$ cat src/rtl/cgd_pkg.sv
// Package of constants, types and helpers for the compressor guard and defrost sequencer.
// Behaviour
// - Compressor output turns on only when all three protection timers have expired.
// - First timer delays each turn-on, counted from the cooling request.
// - Second timer starts at compressor turn-off and blocks reactivation until expired.
// - Third timer starts at each turn-on, spacing two successive turn-ons.
// - Output lamp blinks while a protection timer inhibits the compressor.
// - After power-up all outputs stay off for the hold-off; indication alternates. The lamp output is not gated by the hold-off.
// - A timer or hold-off whose setting is off applies no delay. The hold-off loads only at reset, so it always lasts POD_RST seconds.
// - Hot-gas mode reuses first and second times as valve delays.
// - Electric mode: compressor off, defrost output on if assigned.
// - Hot-gas inversion mode: compressor and defrost output both on, separate power.
// - Unconditioned mode: compressor keeps regulating, defrost output also on.
// - Thermostatted mode: defrost output heats to end temperature, 1 degree hysteresis.
// - Thermostatted mode with probe off or faulty keeps defrost output on.
// - Centralized hot-gas: only hot-gas valve active in defrost, timed valves around.
// - Automatic defrost starts inhibited while evaporator is above enable temperature.
// - Clock mode disables interval defrost, starts from fourteen timed events.
// - Day codes: one to seven days, eight daily, nine to eleven groups, off.
// - Total-time mode advances interval timer whenever powered.
// - Compressor-time mode advances interval timer only while compressor is on.
// - Stop mode defrosts at each compressor stop or at interval expiry.
// - Interval runs from defrost end to next start; off disables interval defrosts.
// - First defrost waits its own delay; off means defrost at each power-up.
package cgd_pkg;

	// Register byte addresses.
	localparam logic [7:0] ADDR_CTRL = 8'h00;
	localparam logic [7:0] ADDR_P1 = 8'h04;
	localparam logic [7:0] ADDR_P2 = 8'h08;
	localparam logic [7:0] ADDR_P3 = 8'h0C;
	localparam logic [7:0] ADDR_POD = 8'h10;
	localparam logic [7:0] ADDR_DI = 8'h14;
	localparam logic [7:0] ADDR_SD = 8'h18;
	localparam logic [7:0] ADDR_TEMP = 8'h1C;
	localparam logic [7:0] ADDR_STAT = 8'h20;
	localparam logic [1:0] EVT_PAGE = 2'h1;
	localparam int EVT_NUM = 14;

	// Control register fields.
	localparam int CTRL_DT_LSB = 0;
	localparam int CTRL_DT_MSB = 2;
	localparam int CTRL_DC_LSB = 3;
	localparam int CTRL_DC_MSB = 4;
	localparam int CTRL_DFU = 5;
	localparam int CTRL_W = 6;

	// Reset values.
	localparam logic [CTRL_W-1:0] CTRL_RST = 6'h20;
	localparam logic [15:0] TIME_RST = 16'h0000;
	localparam logic [15:0] POD_RST = 16'h0002;
	localparam logic [15:0] DI_RST = 16'h0000;
	localparam logic [15:0] SD_RST = 16'h0000;
	localparam logic [15:0] TEND_RST = 16'h0050;
	localparam logic [15:0] TENA_RST = 16'h0020;

	// Thermostat hysteresis of 1 degree in tenths of a degree.
	localparam logic signed [15:0] HYST = 16'sh000A;

	// Time base.
	localparam int CLK_HZ = 250000000;
	localparam int TICK_PERIOD_S = 1;
	localparam int TICK_CYC = CLK_HZ * TICK_PERIOD_S;
	localparam logic [5:0] SEC_PER_MIN = 6'h3C;

	// AXI responses.
	localparam logic [1:0] RESP_OKAY = 2'h0;
	localparam logic [1:0] RESP_SLVERR = 2'h2;

	// Day selector codes; days count 0 for Monday up to 6 for Sunday.
	localparam logic [3:0] DAY_OFF = 4'h0;
	localparam logic [3:0] DAY_MON = 4'h1;
	localparam logic [3:0] DAY_SUN = 4'h7;
	localparam logic [3:0] DAY_EVERY = 4'h8;
	localparam logic [3:0] DAY_WEEK = 4'h9;
	localparam logic [3:0] DAY_MONSAT = 4'hA;
	localparam logic [3:0] DAY_WEEKEND = 4'hB;
	localparam logic [2:0] DAY_FRI = 3'h4;
	localparam logic [2:0] DAY_SAT = 3'h5;

	typedef enum logic [2:0] {DT_EL, DT_IN, DT_NO, DT_ET, DT_HG} cgd_dtype_t;
	typedef enum logic [1:0] {DC_RT, DC_CT, DC_CS, DC_CL} cgd_dcnt_t;

	// Tells whether a day selector code covers the given weekday.
	function automatic logic day_match(input logic [3:0] code, input logic [2:0] day);
		case (code)
			DAY_OFF: day_match = 1'b0;
			DAY_EVERY: day_match = 1'b1;
			DAY_WEEK: day_match = (day <= DAY_FRI);
			DAY_MONSAT: day_match = (day <= DAY_SAT);
			DAY_WEEKEND: day_match = (day >= DAY_SAT);
			default: day_match = (code >= DAY_MON) && (code <= DAY_SUN) &&
				({1'b0, day} == code - DAY_MON);
		endcase
	endfunction

endpackage

$ cat src/rtl/cgd_top.sv
// Compressor protection, power-up hold-off and defrost sequencing with an AXI4-Lite slave.
//
// The address map and the AXI4-Lite interface to the registers are this design's own decisions.
`timescale 1ns/1ps
module cgd_top #(
	parameter int TICK_CYCLES = cgd_pkg::TICK_CYC
) (
	input wire logic I_CLK,
	input wire logic I_NRST,
	input wire logic [7:0] I_AXI_AWADDR,
	input wire logic I_AXI_AWVALID,
	output logic O_AXI_AWREADY,
	input wire logic [31:0] I_AXI_WDATA,
	input wire logic [3:0] I_AXI_WSTRB,
	input wire logic I_AXI_WVALID,
	output logic O_AXI_WREADY,
	output logic [1:0] O_AXI_BRESP,
	output logic O_AXI_BVALID,
	input wire logic I_AXI_BREADY,
	input wire logic [7:0] I_AXI_ARADDR,
	input wire logic I_AXI_ARVALID,
	output logic O_AXI_ARREADY,
	output logic [31:0] O_AXI_RDATA,
	output logic [1:0] O_AXI_RRESP,
	output logic O_AXI_RVALID,
	input wire logic I_AXI_RREADY,
	input wire logic I_COOL_REQ,
	input wire logic signed [15:0] I_EVAP_TEMP,
	input wire logic I_EVAP_OK,
	input wire logic I_DEFROST_END,
	input wire logic [2:0] I_RTC_DAY,
	input wire logic [10:0] I_RTC_MIN,
	output logic O_COMP,
	output logic O_DEFROST,
	output logic O_AUX,
	output logic O_PROP_DEFPWR,
	output logic O_LAMP,
	output logic O_HOLDOFF_IND,
	output logic O_DEFROST_ACT
);

	localparam int TW = $clog2(TICK_CYCLES);
	localparam int CTRL_W_L = cgd_pkg::CTRL_W;

	logic rst_s1_ff;
	logic rst_n;
	logic [TW-1:0] tick_cnt_ff;
	logic tick_ff;
	logic [5:0] sec_cnt_ff;
	logic min_tick_ff;
	logic blink_ff;
	logic [CTRL_W_L-1:0] ctrl_ff;
	logic [15:0] tp_ff [4];
	logic [15:0] di_ff;
	logic [15:0] sd_ff;
	logic signed [15:0] tend_ff;
	logic signed [15:0] tena_ff;
	logic [15:0] evt_ff [cgd_pkg::EVT_NUM];
	logic [7:0] aw_addr_ff;
	logic aw_hold_ff;
	logic awrdy_ff;
	logic [31:0] w_data_ff;
	logic [3:0] w_strb_ff;
	logic w_hold_ff;
	logic wrdy_ff;
	logic bvalid_ff;
	logic [1:0] bresp_ff;
	logic arrdy_ff;
	logic rvalid_ff;
	logic [31:0] rdata_ff;
	logic [1:0] rresp_ff;
	logic [31:0] rd_data;
	logic rd_ok;
	logic start_pend_ff;
	logic comp_ff;
	logic comp_d_ff;
	logic demand_ff;
	logic dfo_ff;
	logic aux_ff;
	logic prop_ff;
	logic lamp_ff;
	logic hind_ff;
	logic dfa_ff;
	logic therm_ff;
	logic first_ff;
	logic [15:0] elapsed_ff;
	logic [10:0] rtc_min_d_ff;
	logic [3:0] ld;
	logic [15:0] ld_val [4];
	logic [3:0] busy;
	logic [cgd_pkg::EVT_NUM-1:0] evt_hit;
	logic want;
	logic nxt_comp;
	logic nxt_dfo;
	logic nxt_aux;

	cgd_pkg::cgd_dtype_t dtype;
	cgd_pkg::cgd_dcnt_t dcnt;
	assign dtype = cgd_pkg::cgd_dtype_t'(ctrl_ff[cgd_pkg::CTRL_DT_MSB:cgd_pkg::CTRL_DT_LSB]);
	assign dcnt = cgd_pkg::cgd_dcnt_t'(ctrl_ff[cgd_pkg::CTRL_DC_MSB:cgd_pkg::CTRL_DC_LSB]);

	// Expands two byte strobes into a 16-bit field merge.
	function automatic logic [15:0] merge16(input logic [15:0] old, input logic [15:0] nw,
			input logic [1:0] strb);
		merge16 = {strb[1] ? nw[15:8] : old[15:8], strb[0] ? nw[7:0] : old[7:0]};
	endfunction

	// Decodes an address in the event page.
	function automatic logic is_evt(input logic [7:0] a);
		is_evt = (a[7:6] == cgd_pkg::EVT_PAGE) && (a[1:0] == 2'h0) &&
			(int'(a[5:2]) < cgd_pkg::EVT_NUM);
	endfunction

	////////////////////////////////////////////////////////////////////////////////
	// Reset release and time base.

	// Reset is asserted at once and released through two flip-flops.
	always_ff @(posedge I_CLK or negedge I_NRST) begin
		if (!I_NRST) begin
			rst_s1_ff <= 1'b0;
			rst_n <= 1'b0;
		end else begin
			rst_s1_ff <= 1'b1;
			rst_n <= rst_s1_ff;
		end
	end

	// One common second tick, a minute tick and the blink phase.
	always_ff @(posedge I_CLK or negedge rst_n) begin
		if (!rst_n) begin
			tick_cnt_ff <= '0;
			tick_ff <= 1'b0;
			sec_cnt_ff <= 6'h00;
			min_tick_ff <= 1'b0;
			blink_ff <= 1'b0;
		end else begin
			tick_ff <= (tick_cnt_ff == TW'(TICK_CYCLES - 1));
			tick_cnt_ff <= (tick_cnt_ff == TW'(TICK_CYCLES - 1)) ? '0 : tick_cnt_ff + TW'(1);
			min_tick_ff <= tick_ff && (sec_cnt_ff == cgd_pkg::SEC_PER_MIN - 6'h01);
			if (tick_ff) begin
				sec_cnt_ff <= (sec_cnt_ff == cgd_pkg::SEC_PER_MIN - 6'h01) ? 6'h00 :
					sec_cnt_ff + 6'h01;
				blink_ff <= !blink_ff;
			end
		end
	end

	////////////////////////////////////////////////////////////////////////////////
	// AXI4-Lite slave.

	logic aw_take;
	logic w_take;
	logic wr_go;
	logic ar_take;
	assign aw_take = I_AXI_AWVALID && awrdy_ff;
	assign w_take = I_AXI_WVALID && wrdy_ff;
	assign wr_go = aw_hold_ff && w_hold_ff && !bvalid_ff;
	assign ar_take = I_AXI_ARVALID && arrdy_ff;

	// Address and data are taken in either order; the response follows both.
	always_ff @(posedge I_CLK or negedge rst_n) begin
		if (!rst_n) begin
			aw_addr_ff <= 8'h00;
			aw_hold_ff <= 1'b0;
			awrdy_ff <= 1'b0;
			w_data_ff <= 32'h0000_0000;
			w_strb_ff <= 4'h0;
			w_hold_ff <= 1'b0;
			wrdy_ff <= 1'b0;
			bvalid_ff <= 1'b0;
			bresp_ff <= cgd_pkg::RESP_OKAY;
		end else begin
			if (aw_take) begin
				aw_addr_ff <= I_AXI_AWADDR;
			end
			if (w_take) begin
				w_data_ff <= I_AXI_WDATA;
				w_strb_ff <= I_AXI_WSTRB;
			end
			aw_hold_ff <= (aw_hold_ff && !wr_go) || aw_take;
			w_hold_ff <= (w_hold_ff && !wr_go) || w_take;
			awrdy_ff <= !((aw_hold_ff && !wr_go) || aw_take);
			wrdy_ff <= !((w_hold_ff && !wr_go) || w_take);
			if (wr_go) begin
				bvalid_ff <= 1'b1;
				bresp_ff <= (rd_map(aw_addr_ff) && (aw_addr_ff != cgd_pkg::ADDR_STAT)) ?
					cgd_pkg::RESP_OKAY : cgd_pkg::RESP_SLVERR;
			end else if (I_AXI_BREADY) begin
				bvalid_ff <= 1'b0;
			end
		end
	end

	// Tells whether an address holds a register.
	function automatic logic rd_map(input logic [7:0] a);
		rd_map = (a[7:6] == 2'h0 && a[1:0] == 2'h0 && a <= cgd_pkg::ADDR_STAT) || is_evt(a);
	endfunction

	// Register file; status and unmapped writes are ignored.
	always_ff @(posedge I_CLK or negedge rst_n) begin
		if (!rst_n) begin
			ctrl_ff <= cgd_pkg::CTRL_RST;
			tp_ff[0] <= cgd_pkg::TIME_RST;
			tp_ff[1] <= cgd_pkg::TIME_RST;
			tp_ff[2] <= cgd_pkg::TIME_RST;
			tp_ff[3] <= cgd_pkg::POD_RST;
			di_ff <= cgd_pkg::DI_RST;
			sd_ff <= cgd_pkg::SD_RST;
			tend_ff <= cgd_pkg::TEND_RST;
			tena_ff <= cgd_pkg::TENA_RST;
			for (int i = 0; i < cgd_pkg::EVT_NUM; i++) begin
				evt_ff[i] <= 16'h0000;
			end
		end else if (wr_go) begin
			case (aw_addr_ff)
				cgd_pkg::ADDR_CTRL: begin
					if (w_strb_ff[0]) begin
						ctrl_ff <= w_data_ff[CTRL_W_L-1:0];
					end
				end
				cgd_pkg::ADDR_P1: tp_ff[0] <= merge16(tp_ff[0], w_data_ff[15:0], w_strb_ff[1:0]);
				cgd_pkg::ADDR_P2: tp_ff[1] <= merge16(tp_ff[1], w_data_ff[15:0], w_strb_ff[1:0]);
				cgd_pkg::ADDR_P3: tp_ff[2] <= merge16(tp_ff[2], w_data_ff[15:0], w_strb_ff[1:0]);
				cgd_pkg::ADDR_POD: tp_ff[3] <= merge16(tp_ff[3], w_data_ff[15:0], w_strb_ff[1:0]);
				cgd_pkg::ADDR_DI: di_ff <= merge16(di_ff, w_data_ff[15:0], w_strb_ff[1:0]);
				cgd_pkg::ADDR_SD: sd_ff <= merge16(sd_ff, w_data_ff[15:0], w_strb_ff[1:0]);
				cgd_pkg::ADDR_TEMP: begin
					tend_ff <= $signed(merge16(tend_ff, w_data_ff[15:0], w_strb_ff[1:0]));
					tena_ff <= $signed(merge16(tena_ff, w_data_ff[31:16], w_strb_ff[3:2]));
				end
				default: begin
					if (is_evt(aw_addr_ff)) begin
						evt_ff[aw_addr_ff[5:2]] <= merge16(evt_ff[aw_addr_ff[5:2]],
							w_data_ff[15:0], w_strb_ff[1:0]);
					end
				end
			endcase
		end
	end

	// Read multiplexer; status shows the live sequencer state.
	always_comb begin
		rd_data = 32'h0000_0000;
		rd_ok = 1'b1;
		case (I_AXI_ARADDR)
			cgd_pkg::ADDR_CTRL: rd_data = {26'h0, ctrl_ff};
			cgd_pkg::ADDR_P1: rd_data = {16'h0, tp_ff[0]};
			cgd_pkg::ADDR_P2: rd_data = {16'h0, tp_ff[1]};
			cgd_pkg::ADDR_P3: rd_data = {16'h0, tp_ff[2]};
			cgd_pkg::ADDR_POD: rd_data = {16'h0, tp_ff[3]};
			cgd_pkg::ADDR_DI: rd_data = {16'h0, di_ff};
			cgd_pkg::ADDR_SD: rd_data = {16'h0, sd_ff};
			cgd_pkg::ADDR_TEMP: rd_data = {tena_ff, tend_ff};
			cgd_pkg::ADDR_STAT: rd_data = {elapsed_ff, 9'h0, first_ff, start_pend_ff | busy[3],
				|busy[2:0], dfa_ff, aux_ff, dfo_ff, comp_ff};
			default: begin
				if (is_evt(I_AXI_ARADDR)) begin
					rd_data = {16'h0, evt_ff[I_AXI_ARADDR[5:2]]};
				end else begin
					rd_ok = 1'b0;
				end
			end
		endcase
	end

	// One read at a time; address ready drops until the data is taken.
	always_ff @(posedge I_CLK or negedge rst_n) begin
		if (!rst_n) begin
			arrdy_ff <= 1'b0;
			rvalid_ff <= 1'b0;
			rdata_ff <= 32'h0000_0000;
			rresp_ff <= cgd_pkg::RESP_OKAY;
		end else begin
			arrdy_ff <= !(ar_take || (rvalid_ff && !I_AXI_RREADY));
			if (ar_take) begin
				rvalid_ff <= 1'b1;
				rdata_ff <= rd_data;
				rresp_ff <= rd_ok ? cgd_pkg::RESP_OKAY : cgd_pkg::RESP_SLVERR;
			end else if (I_AXI_RREADY) begin
				rvalid_ff <= 1'b0;
			end
		end
	end

	////////////////////////////////////////////////////////////////////////////////
	// Protection timers and power-up hold-off.

	logic hg;
	logic holdoff_act;
	logic prot_busy;
	logic comp_rise;
	logic comp_fall;
	logic dfa_start;
	logic dfa_end;
	assign hg = (dtype == cgd_pkg::DT_HG);
	assign holdoff_act = start_pend_ff || busy[3];
	assign prot_busy = |busy[2:0];
	assign comp_rise = comp_ff && !comp_d_ff;
	assign comp_fall = !comp_ff && comp_d_ff;

	// Timer loads; hot-gas mode retimes the first two around the defrost.
	assign ld[0] = (want && !demand_ff) || (hg && dfa_end);
	assign ld[1] = (comp_fall && !hg) || (hg && dfa_start);
	assign ld[2] = comp_rise;
	assign ld[3] = start_pend_ff;

	for (genvar g = 0; g < 4; g++) begin : g_tmr
		assign ld_val[g] = tp_ff[g];
		cgd_countdown #(.W(16)) u_tmr (
			.i_clk(I_CLK),
			.i_rst_n(rst_n),
			.i_tick(tick_ff),
			.i_load(ld[g]),
			.i_value(ld_val[g]),
			.o_busy(busy[g])
		);
	end

	// Compressor demand per defrost mode.
	always_comb begin
		want = I_COOL_REQ;
		if (dfa_ff) begin
			case (dtype)
				cgd_pkg::DT_IN: want = 1'b1;
				cgd_pkg::DT_NO: want = I_COOL_REQ;
				default: want = 1'b0;
			endcase
		end
	end

	// Turn-on needs every timer expired; a running output is never cut by them.
	assign nxt_comp = want && demand_ff && (comp_ff || !prot_busy) && !holdoff_act;

	// Defrost output and suction valve per mode.
	always_comb begin
		nxt_dfo = 1'b0;
		nxt_aux = 1'b0;
		if (dfa_ff) begin
			case (dtype)
				cgd_pkg::DT_EL: nxt_dfo = ctrl_ff[cgd_pkg::CTRL_DFU];
				cgd_pkg::DT_ET: nxt_dfo = !I_EVAP_OK || therm_ff;
				cgd_pkg::DT_HG: begin
					nxt_dfo = !busy[1];
					nxt_aux = busy[1];
				end
				default: nxt_dfo = 1'b1;
			endcase
		end else begin
			nxt_aux = hg;
		end
	end

	// Output stage; all but the lamp and the blinking hold-off indication stay off during the hold-off.
	always_ff @(posedge I_CLK or negedge rst_n) begin
		if (!rst_n) begin
			start_pend_ff <= 1'b1;
			demand_ff <= 1'b0;
			comp_ff <= 1'b0;
			comp_d_ff <= 1'b0;
			dfo_ff <= 1'b0;
			aux_ff <= 1'b0;
			prop_ff <= 1'b0;
			lamp_ff <= 1'b0;
			hind_ff <= 1'b0;
		end else begin
			start_pend_ff <= 1'b0;
			demand_ff <= want;
			comp_ff <= nxt_comp;
			comp_d_ff <= comp_ff;
			dfo_ff <= nxt_dfo && !holdoff_act;
			aux_ff <= nxt_aux && !holdoff_act;
			prop_ff <= dfa_ff && (dtype == cgd_pkg::DT_IN) && !holdoff_act;
			lamp_ff <= (want && !comp_ff && prot_busy) ? blink_ff : comp_ff;
			hind_ff <= holdoff_act && blink_ff;
		end
	end

	// Evaporator heating thermostat with fixed hysteresis.
	always_ff @(posedge I_CLK or negedge rst_n) begin
		if (!rst_n) begin
			therm_ff <= 1'b0;
		end else if (I_EVAP_TEMP >= tend_ff) begin
			therm_ff <= 1'b0;
		end else if (I_EVAP_TEMP <= tend_ff - cgd_pkg::HYST) begin
			therm_ff <= 1'b1;
		end
	end

	////////////////////////////////////////////////////////////////////////////////
	// Automatic defrost starts.

	logic count_en;
	logic iv_hit;
	logic cs_hit;
	logic cl_hit;
	logic start_ok;
	logic start;
	assign count_en = !dfa_ff && ((dcnt == cgd_pkg::DC_RT) || (dcnt == cgd_pkg::DC_CS) ||
		((dcnt == cgd_pkg::DC_CT) && comp_ff));
	assign iv_hit = (dcnt != cgd_pkg::DC_CL) && (di_ff != 16'h0000) &&
		(elapsed_ff >= (first_ff ? sd_ff : di_ff));
	assign cs_hit = (dcnt == cgd_pkg::DC_CS) && comp_fall;
	assign cl_hit = (dcnt == cgd_pkg::DC_CL) && (rtc_min_d_ff != I_RTC_MIN) && (|evt_hit);
	assign start_ok = !I_EVAP_OK || ((I_EVAP_TEMP <= tena_ff) && (I_EVAP_TEMP < tend_ff));
	assign start = (iv_hit || cs_hit || cl_hit) && start_ok && !dfa_ff && !holdoff_act;
	assign dfa_start = start;
	assign dfa_end = dfa_ff && I_DEFROST_END;

	// Each event fires once when the clock enters its minute on a selected day.
	for (genvar e = 0; e < cgd_pkg::EVT_NUM; e++) begin : g_evt
		assign evt_hit[e] = (evt_ff[e][10:0] == I_RTC_MIN) &&
			cgd_pkg::day_match(evt_ff[e][15:12], I_RTC_DAY);
	end

	// Defrost phase, first-defrost flag and interval minutes since the last defrost.
	always_ff @(posedge I_CLK or negedge rst_n) begin
		if (!rst_n) begin
			dfa_ff <= 1'b0;
			first_ff <= 1'b1;
			elapsed_ff <= 16'h0000;
			rtc_min_d_ff <= 11'h000;
		end else begin
			rtc_min_d_ff <= I_RTC_MIN;
			if (start) begin
				dfa_ff <= 1'b1;
				first_ff <= 1'b0;
			end else if (dfa_end) begin
				dfa_ff <= 1'b0;
			end
			if (dfa_end) begin
				elapsed_ff <= 16'h0000;
			end else if (min_tick_ff && count_en && (elapsed_ff != 16'hFFFF)) begin
				elapsed_ff <= elapsed_ff + 16'h0001;
			end
		end
	end

	assign O_AXI_AWREADY = awrdy_ff;
	assign O_AXI_WREADY = wrdy_ff;
	assign O_AXI_BVALID = bvalid_ff;
	assign O_AXI_BRESP = bresp_ff;
	assign O_AXI_ARREADY = arrdy_ff;
	assign O_AXI_RVALID = rvalid_ff;
	assign O_AXI_RDATA = rdata_ff;
	assign O_AXI_RRESP = rresp_ff;
	assign O_COMP = comp_ff;
	assign O_DEFROST = dfo_ff;
	assign O_AUX = aux_ff;
	assign O_PROP_DEFPWR = prop_ff;
	assign O_LAMP = lamp_ff;
	assign O_HOLDOFF_IND = hind_ff;
	assign O_DEFROST_ACT = dfa_ff;
endmodule // cgd_top

$ cat src/rtl/cgd_countdown.sv
// Seconds countdown timer used for protection and hold-off delays.
`timescale 1ns/1ps
module cgd_countdown #(
	parameter int W = 16
) (
	input wire logic i_clk,
	input wire logic i_rst_n,
	input wire logic i_tick,
	input wire logic i_load,
	input wire logic [W-1:0] i_value,
	output logic o_busy
);

	logic [W-1:0] cnt_ff;

	// A load wins over a tick; a zero load means the delay is off.
	always_ff @(posedge i_clk or negedge i_rst_n) begin
		if (!i_rst_n) begin
			cnt_ff <= '0;
		end else if (i_load) begin
			cnt_ff <= i_value;
		end else if (i_tick && (cnt_ff != '0)) begin
			cnt_ff <= cnt_ff - W'(1);
		end
	end

	// Busy while any whole second is left.
	assign o_busy = (cnt_ff != '0);

endmodule // cgd_countdown

$ cat config.mk
export PLATFORM = sky130hd
export DESIGN_NAME = cgd_top
export DESIGN_NICKNAME = d
export VERILOG_FILES = /design/src/rtl/cgd_pkg.sv /design/src/rtl/cgd_top.sv /design/src/rtl/cgd_countdown.sv
export SDC_FILE = /design/constraint.sdc
export NUM_CORES = 2
export LEC_CHECK = 0
export BUFFER_PORTS_ARGS = -buffer_cell sky130_fd_sc_hd__buf_2
export CAP_MARGIN = 20
export CELL_PAD_IN_SITES_DETAIL_PLACEMENT = 1
export CELL_PAD_IN_SITES_GLOBAL_PLACEMENT = 2
export CORE_UTILIZATION = 43
export CTS_CLUSTER_DIAMETER = 30
export CTS_CLUSTER_SIZE = 8
export DETAILED_ROUTE_END_ITERATION = 16
export PLACE_DENSITY_LB_ADDON = 0.3
export SLEW_MARGIN = 15
export SYNTH_ARGS = -nofsm -noshare
export SYNTH_HDL_FRONTEND = slang
export SYNTH_SLANG_ARGS = --single-unit
$ cat constraint.sdc
create_clock -name I_CLK -period 24.9 [get_ports I_CLK]
set_clock_uncertainty 0.1 [all_clocks]
set_input_delay 4.98 -clock I_CLK [delete_from_list [all_inputs] [get_ports I_CLK]]
set_output_delay 4.98 -clock I_CLK [all_outputs]
set_load 0.01 [all_outputs]
* Yosys cells after proc, flatten, opt, wreduce, memory -nomap -nowiden *
Index checks and enable logic that the tools add are counted.

cells by class
  $add $sub $neg = 22
  magnitude comparators = 42
  equality and inequality tests = 114
  multiplexer cells = 59
  bitwise gates (word level) = 4
  reduce and logical (&&, ||, !) cells = 180

operator list
  kind                   number
  $pmux 32 s9            1
  $mux 16                17
  $bwmux 224             1
  $eq 4x4->1 const B     56
  $eq 11x11->1           14
  $bmux 16 s4            2
  $logic_and 1x1->1      93
  $reduce_bool 16->1     5
  $pmux 1 s5             14
  $demux 16 s4           1
  $eq 8x5->1 const B     8
  $sub 16x1->16 const B  4
  $eq 3x4->1             14
  $ge 4x1->1 const B     14
  $le 4x3->1 const B     14
  $logic_not 4->1        14
  $sub 4x1->4 const B    14
  $reduce_and 3->1       18
  $eq 8x4->1 const B     4
  $ge 16x16->1           2
  $le 16x16->1           2
  $add 28x1->28 const B  1
  $eq 28x28->1 const B   1
  $mux 28                1
  other kinds (41)       106

word-level totals
  bits in registers = 587
  bits of input ports = 92
  output and inout port bits = 48
  word-level logic and storage cells = 490

* Depth between registers and ports, before layout *
  word-level depth = 14
  gate-level depth with buffers = 14
  mapped depth without buffers = 14

* Modules after synthesis *
Synthesis repeated with hierarchy kept, for this count alone.

second synthesis, totals
  cell total of the unflattened synthesis = 3305
  area total of the unflattened synthesis = 34415.5 sq um

modules (own cells, without submodules)
  module         times used  cells an instance  area each (sq um)  seq. area each (sq um)
  cgd_top        1           2825               30301.6            13046.3
  cgd_countdown  4           120                1028.5             400.4

* Least setup slack after synthesis *
Ideal clock, no wire load.

  path type = input-to-reg
  from = input I_EVAP_TEMP[9]
  to = register g_tmr[1].u_tmr.cnt_ff[10]
  setup time = 125 ps
  arrival time = 7229 ps
  required time = 24675 ps
  path slack = 17446 ps
  stages = 11
  buffers on the path = 1
  cells stage by stage = ha_1 > a211o_1 > o211ai_1 > a21oi_1 > nor4b_1 > xor2_1 > and2_1 > nor4_2 > a22oi_4 > buf_6 > mux2_2

on the way
  word-level cells in the longest chain between the ends = 9

RTL lines
  what                                                 line                 source
  from (decl)                                          cgd_top.sv:28        input wire logic signed [15:0] I_EVAP_TEMP,
  $le 16x16->1 / $lt 16x16->1 (equally long branches)  cgd_top.sv:404       assign start_ok = !I_EVAP_OK || ((I_EVAP_TEMP <= tena_ff) && (I_EVAP_TEMP < tend_ff));
  $logic_and 1x1->1 *                                  cgd_top.sv:404
  $logic_or 1x1->1 *                                   cgd_top.sv:404
  $logic_and 1x1->1 * (3 in series)                    cgd_top.sv:405       assign start = (iv_hit || cs_hit || cl_hit) && start_ok && !dfa_ff && !holdoff_act;
  $logic_and 1x1->1 *                                  cgd_top.sv:303       assign ld[1] = (comp_fall && !hg) || (hg && dfa_start);
  $logic_or 1x1->1 *                                   cgd_top.sv:303
  $mux 16 / $reduce_bool 2->1 (equally long branches)  n/a
  to (signal assigned)                                 cgd_countdown.sv:21  cnt_ff <= i_value;
  to (signal assigned)                                 cgd_countdown.sv:23  cnt_ff <= cnt_ff - W'(1);
  to (decl)                                            cgd_countdown.sv:14  logic [W-1:0] cnt_ff;

Every way passes the cells marked *; elsewhere a longest branch is shown, timed or not.
A chain may end at the register's enable or synchronous reset.

* Worst setup path after layout *
  from = input I_RTC_DAY[2]
  to = register g_tmr[1].u_tmr.cnt_ff[11]

on the way
  word-level cells in the longest chain between the ends = 13

RTL lines
  what                                                 line            source
  from (decl)                                          cgd_top.sv:31   input wire logic [2:0] I_RTC_DAY,
  branches (longest 4 deep; another with $ge 3x3->1)   n/a
  $reduce_or 14->1 *                                   cgd_top.sv:403  assign cl_hit = (dcnt == cgd_pkg::DC_CL) && (rtc_min_d_ff != I_RTC_MIN) && (|evt_hit);
  $logic_and 1x1->1 *                                  cgd_top.sv:403
  $logic_or 1x1->1 *                                   cgd_top.sv:405
  $logic_and 1x1->1 * (3 in series)                    cgd_top.sv:405
  $logic_and 1x1->1 *                                  cgd_top.sv:303
  $logic_or 1x1->1 *                                   cgd_top.sv:303
  $mux 16 / $reduce_bool 2->1 (equally long branches)  n/a

Mark *: on every way between the ends.

==> impl_results.md <==
* Insertion delay to the later sink of the worst-skew pair at 0.74 ns
* Logic gate share of total power at 0.199
* CP Launch Type: input port
* Part of the Yosys area used for sequential elements at 0.435
* Setup crit end kind: register
* Final hold violations at 0
* CTS tree: built
* TritonCTS Buffers at 145
* Die Ht at ~280 µm
* Synthesis Warnings at 0
* Sink Count at 585
* Final instance area at 40600 µm²
* Cell variety after synth at 70
* Synth Flop Type: dfrtp_1
* Die Width at 282 µm
* Fillers at roughly 8100
* Postcts setup bufs at 0
* Final Critical Period at 8.18 ns
* CTS root buf: clkbuf_16
* Switching pwr at 1.30 mW
* Fin nets at 3359
* Initial antenna violation count at 3
* Setup CP Type: in2reg
* Placer Congestion at 0.929
* H-tree depth at 4
* Power Dens Cells at about 100 nW/µm²
* Fmax at 0.122 GHz
* TNS Setup at 0 ns
* Maximum vdd drop at 0.0703 mV
* FF/Latch Area at 14700 µm²
* Ys async rst share at 1.00
* R2R Path End: g_tmr[1].u_tmr.cnt_ff[11]
* Fin crit share at 0.328
* Critical path arrival at 8.68 ns
* Maximum capacitance violations at 0
* Internal power at 2.79 mW
* Tightest Pin Transition at ~1.1 ns
* Design Power at 4.09 mW
* Post-layout worst setup margin at approximately 17 ns
* Detailed router's first-iteration violation count at about 1900
* Grt total ovfl at 0
* Status: completed
* Static leakage at about 18 nW
* Global-route wire length before repair at 183000 µm
* Relative max-transition margin at 0.238
* TritonRoute pass-1 iters at 5
* Clock share of power at 0.488
* RR Startpoint: first_ff
* Max-slew violations at 0
* Port bufs at 137
* Post-CTS sizing at 0
* Cell area after synthesis at 33700 µm²
* DR DRC count at 0
* Synthesized area per cell at 11.3 µm²
* RSZ-0062 raised after global routing: false
* Layout cells sized above 1 at 0.305
* Post-DP HPWL at 86000 µm
* FF-to-FF setup slack at 20.11 ns
* Synthesized flop and latch total at 585
* Routed WL at 122000 µm
* Footprint of the multi-input gates at ~18000 µm²
* FF-to-FF path depth at 11
* Layout area overhead at 20.7%
* Ports at between 100 and 150
* Worst hold path type: reg2async
* Number of synthesized flops with an enable pin at 0
* GRT Util Overall at 0.313
* Drt via density at 6.03
* Full die area at 79500 µm²
* Vias after detailed routing at approximately 26000
* Worst slack, placed at ~16 ns
* Avg WL per Cell at 28.3 µm
* Final setup viols at 0
* Clock Pin Slew Worst Setup and Hold Paths at 0.05 ns
* Cts hold-fix bufs at 0
* Sequential share of power at 0.313
* Switching share of power at 0.318
* Row count at 102
* Core ar. at around 77000 µm²
* Vias in the first global route at 28154
* Largest net degree at the start of global routing at between 150 and 200
* Gate Count Post-Synth at 2973
* Initial Utilization at 0.435
* Crit-path max FO at 36
* Routed Antenna Nets at 0
* Clk buf depth at 3
* Req. time, crit path at roughly 25 ns
* Area post-placement at 35400 µm²
[layer usage]
layer | global-route usage | vias to the layer above | part of all wire
li1 | - | 11222 | -
met1 | 0.389 | 13674 | 0.40
met2 | 0.510 | 766 | 0.49
met3 | 0.0567 | 269 | 0.054
met4 | 0.182 | 0 | 0.058
met5 | 0 | - | 0
[final cells by class]
type | instances | area share
antenna | 2 | 0.000123
clock buffer | 185 | 0.0988
clock inverter | 81 | 0.0286
inverter | 99 | 0.00914
multi-input combinational | 2123 | 0.443
sequential | 585 | 0.361
tap | 1040 | 0.0320
timing repair buffer | 186 | 0.0282
[cells in the mapped netlist (17+ instances only)]
cell type / instances / area share
a21oi_1: 96 / 0.014
ha_1: 127 / 0.047
a221oi_1: 31 / 0.0081
or3_1: 18 / 0.0033
xnor2_1: 209 / 0.054
and2_1: 17 / 0.0032
inv_1: 99 / 0.011
nand2b_1: 18 / 0.0033
clkbuf_1: 85 / 0.0095
nand2_1: 185 / 0.021
mux2i_1: 69 / 0.021
nand4_1: 57 / 0.011
mux2_2: 431 / 0.14
buf_2: 63 / 0.0094
a22oi_1: 29 / 0.0065
nor3_1: 52 / 0.0077
dfrtp_1: 578 / 0.43
nand3_1: 71 / 0.011
xor2_1: 78 / 0.020
nor4_1: 30 / 0.0056
mux4_2: 96 / 0.064
o21ai_0: 145 / 0.022
a222oi_1: 19 / 0.0056
nor2_1: 163 / 0.018
[worst max-delay path: stages]
cell	delay, ns
buf_2	0.60
nand2_1	0.62
a21oi_1	0.31
a311oi_1	0.11
a31oi_1	0.18
o21ai_0	0.13
nor4_1	0.33
nand3_1	0.38
a22oi_4	0.61
mux2_2	0.41
[worst max-delay path by stage]
| stage | startpoint | endpoint | slack (ns) | cells after the start |
|---|---|---|---|---|
| after floorplan | rst_n | O_AUX | 7.30 | 0 |
| after global placement | I_RTC_DAY[2] | g_tmr[1].u_tmr.cnt_ff[15] | 16.11 | 10 |
| after detailed placement | I_RTC_DAY[2] | g_tmr[1].u_tmr.cnt_ff[15] | 16.05 | 10 |
| after CTS | I_RTC_DAY[2] | g_tmr[1].u_tmr.cnt_ff[11] | 16.81 | 10 |
| after global routing | I_RTC_DAY[2] | g_tmr[1].u_tmr.cnt_ff[11] | 16.46 | 10 |
| final | I_RTC_DAY[2] | g_tmr[1].u_tmr.cnt_ff[11] | 16.72 | 10 |
[cell families after synthesis]
family / after synthesis / share of synthesized area
other cells: 2 / 0.000223
xor+xnor: 287 / 0.0746
mux: 596 / 0.229
compound gates: 437 / 0.0830
buf+inv: 267 / 0.0329
fa+ha+maj: 127 / 0.0472
simple gates: 672 / 0.0984
flops: 585 / 0.435
[state kept, by name, summed over array words and instances, names as in the netlist, 4 cells and up]
signal and flops:
evt_ff 224, g_tmr.u_tmr.cnt_ff 64, ld_val 64, O_AXI_RDATA 32
w_data_ff 32, tick_cnt_ff 28, di_ff 16, elapsed_ff 16
sd_ff 16, tena_ff 16, tend_ff 16, rtc_min_d_ff 11
aw_addr_ff 8, ctrl_ff 6, sec_cnt_ff 6, w_strb_ff 4
[placed cells by master, fill, tap and decap left out, types with 24 or more instances in the layout]
master and n:
xnor2_1 209, clkbuf_16 149, o21ai_0 144, a22oi_1 29
mux4_2 96, ha_1 127, inv_1 99, a21oi_1 96
nor2_1 158, nor3_1 49, nand3_1 71, mux2_2 431
mux2i_1 69, bufinv_16 24, xor2_1 78, dfrtp_1 575
buf_2 136, clkinv_2 24, nand2_1 184, buf_4 41
nor4_1 30, a221oi_1 31, nand4_1 57
[power by group through the flow]
stage          registers, mW  logic, mW  clock network [mW]
2_1_floorplan           1.20      0.541                   0
3_3_place_gp            1.28      0.775                   0
3_5_place_dp            1.29      0.803                   0
4_1_cts                 1.28      0.813                2.02
5_1_grt                 1.29      0.879                2.07
6_report                1.28      0.815                1.99
[metrics by stage]
step | hold slack, ns | utilization | std cells
detailed placement | 0.243 | 0.457 | 4028
global route | 0.262 | 0.525 | 4299
global placement | 0.219 | 0.456 | 4024
CTS | 0.245 | 0.523 | 4294
floorplan | 0.231 | - | 2975
finish | 0.222 | 0.525 | 4301
(Power assumes the default switching activity.)
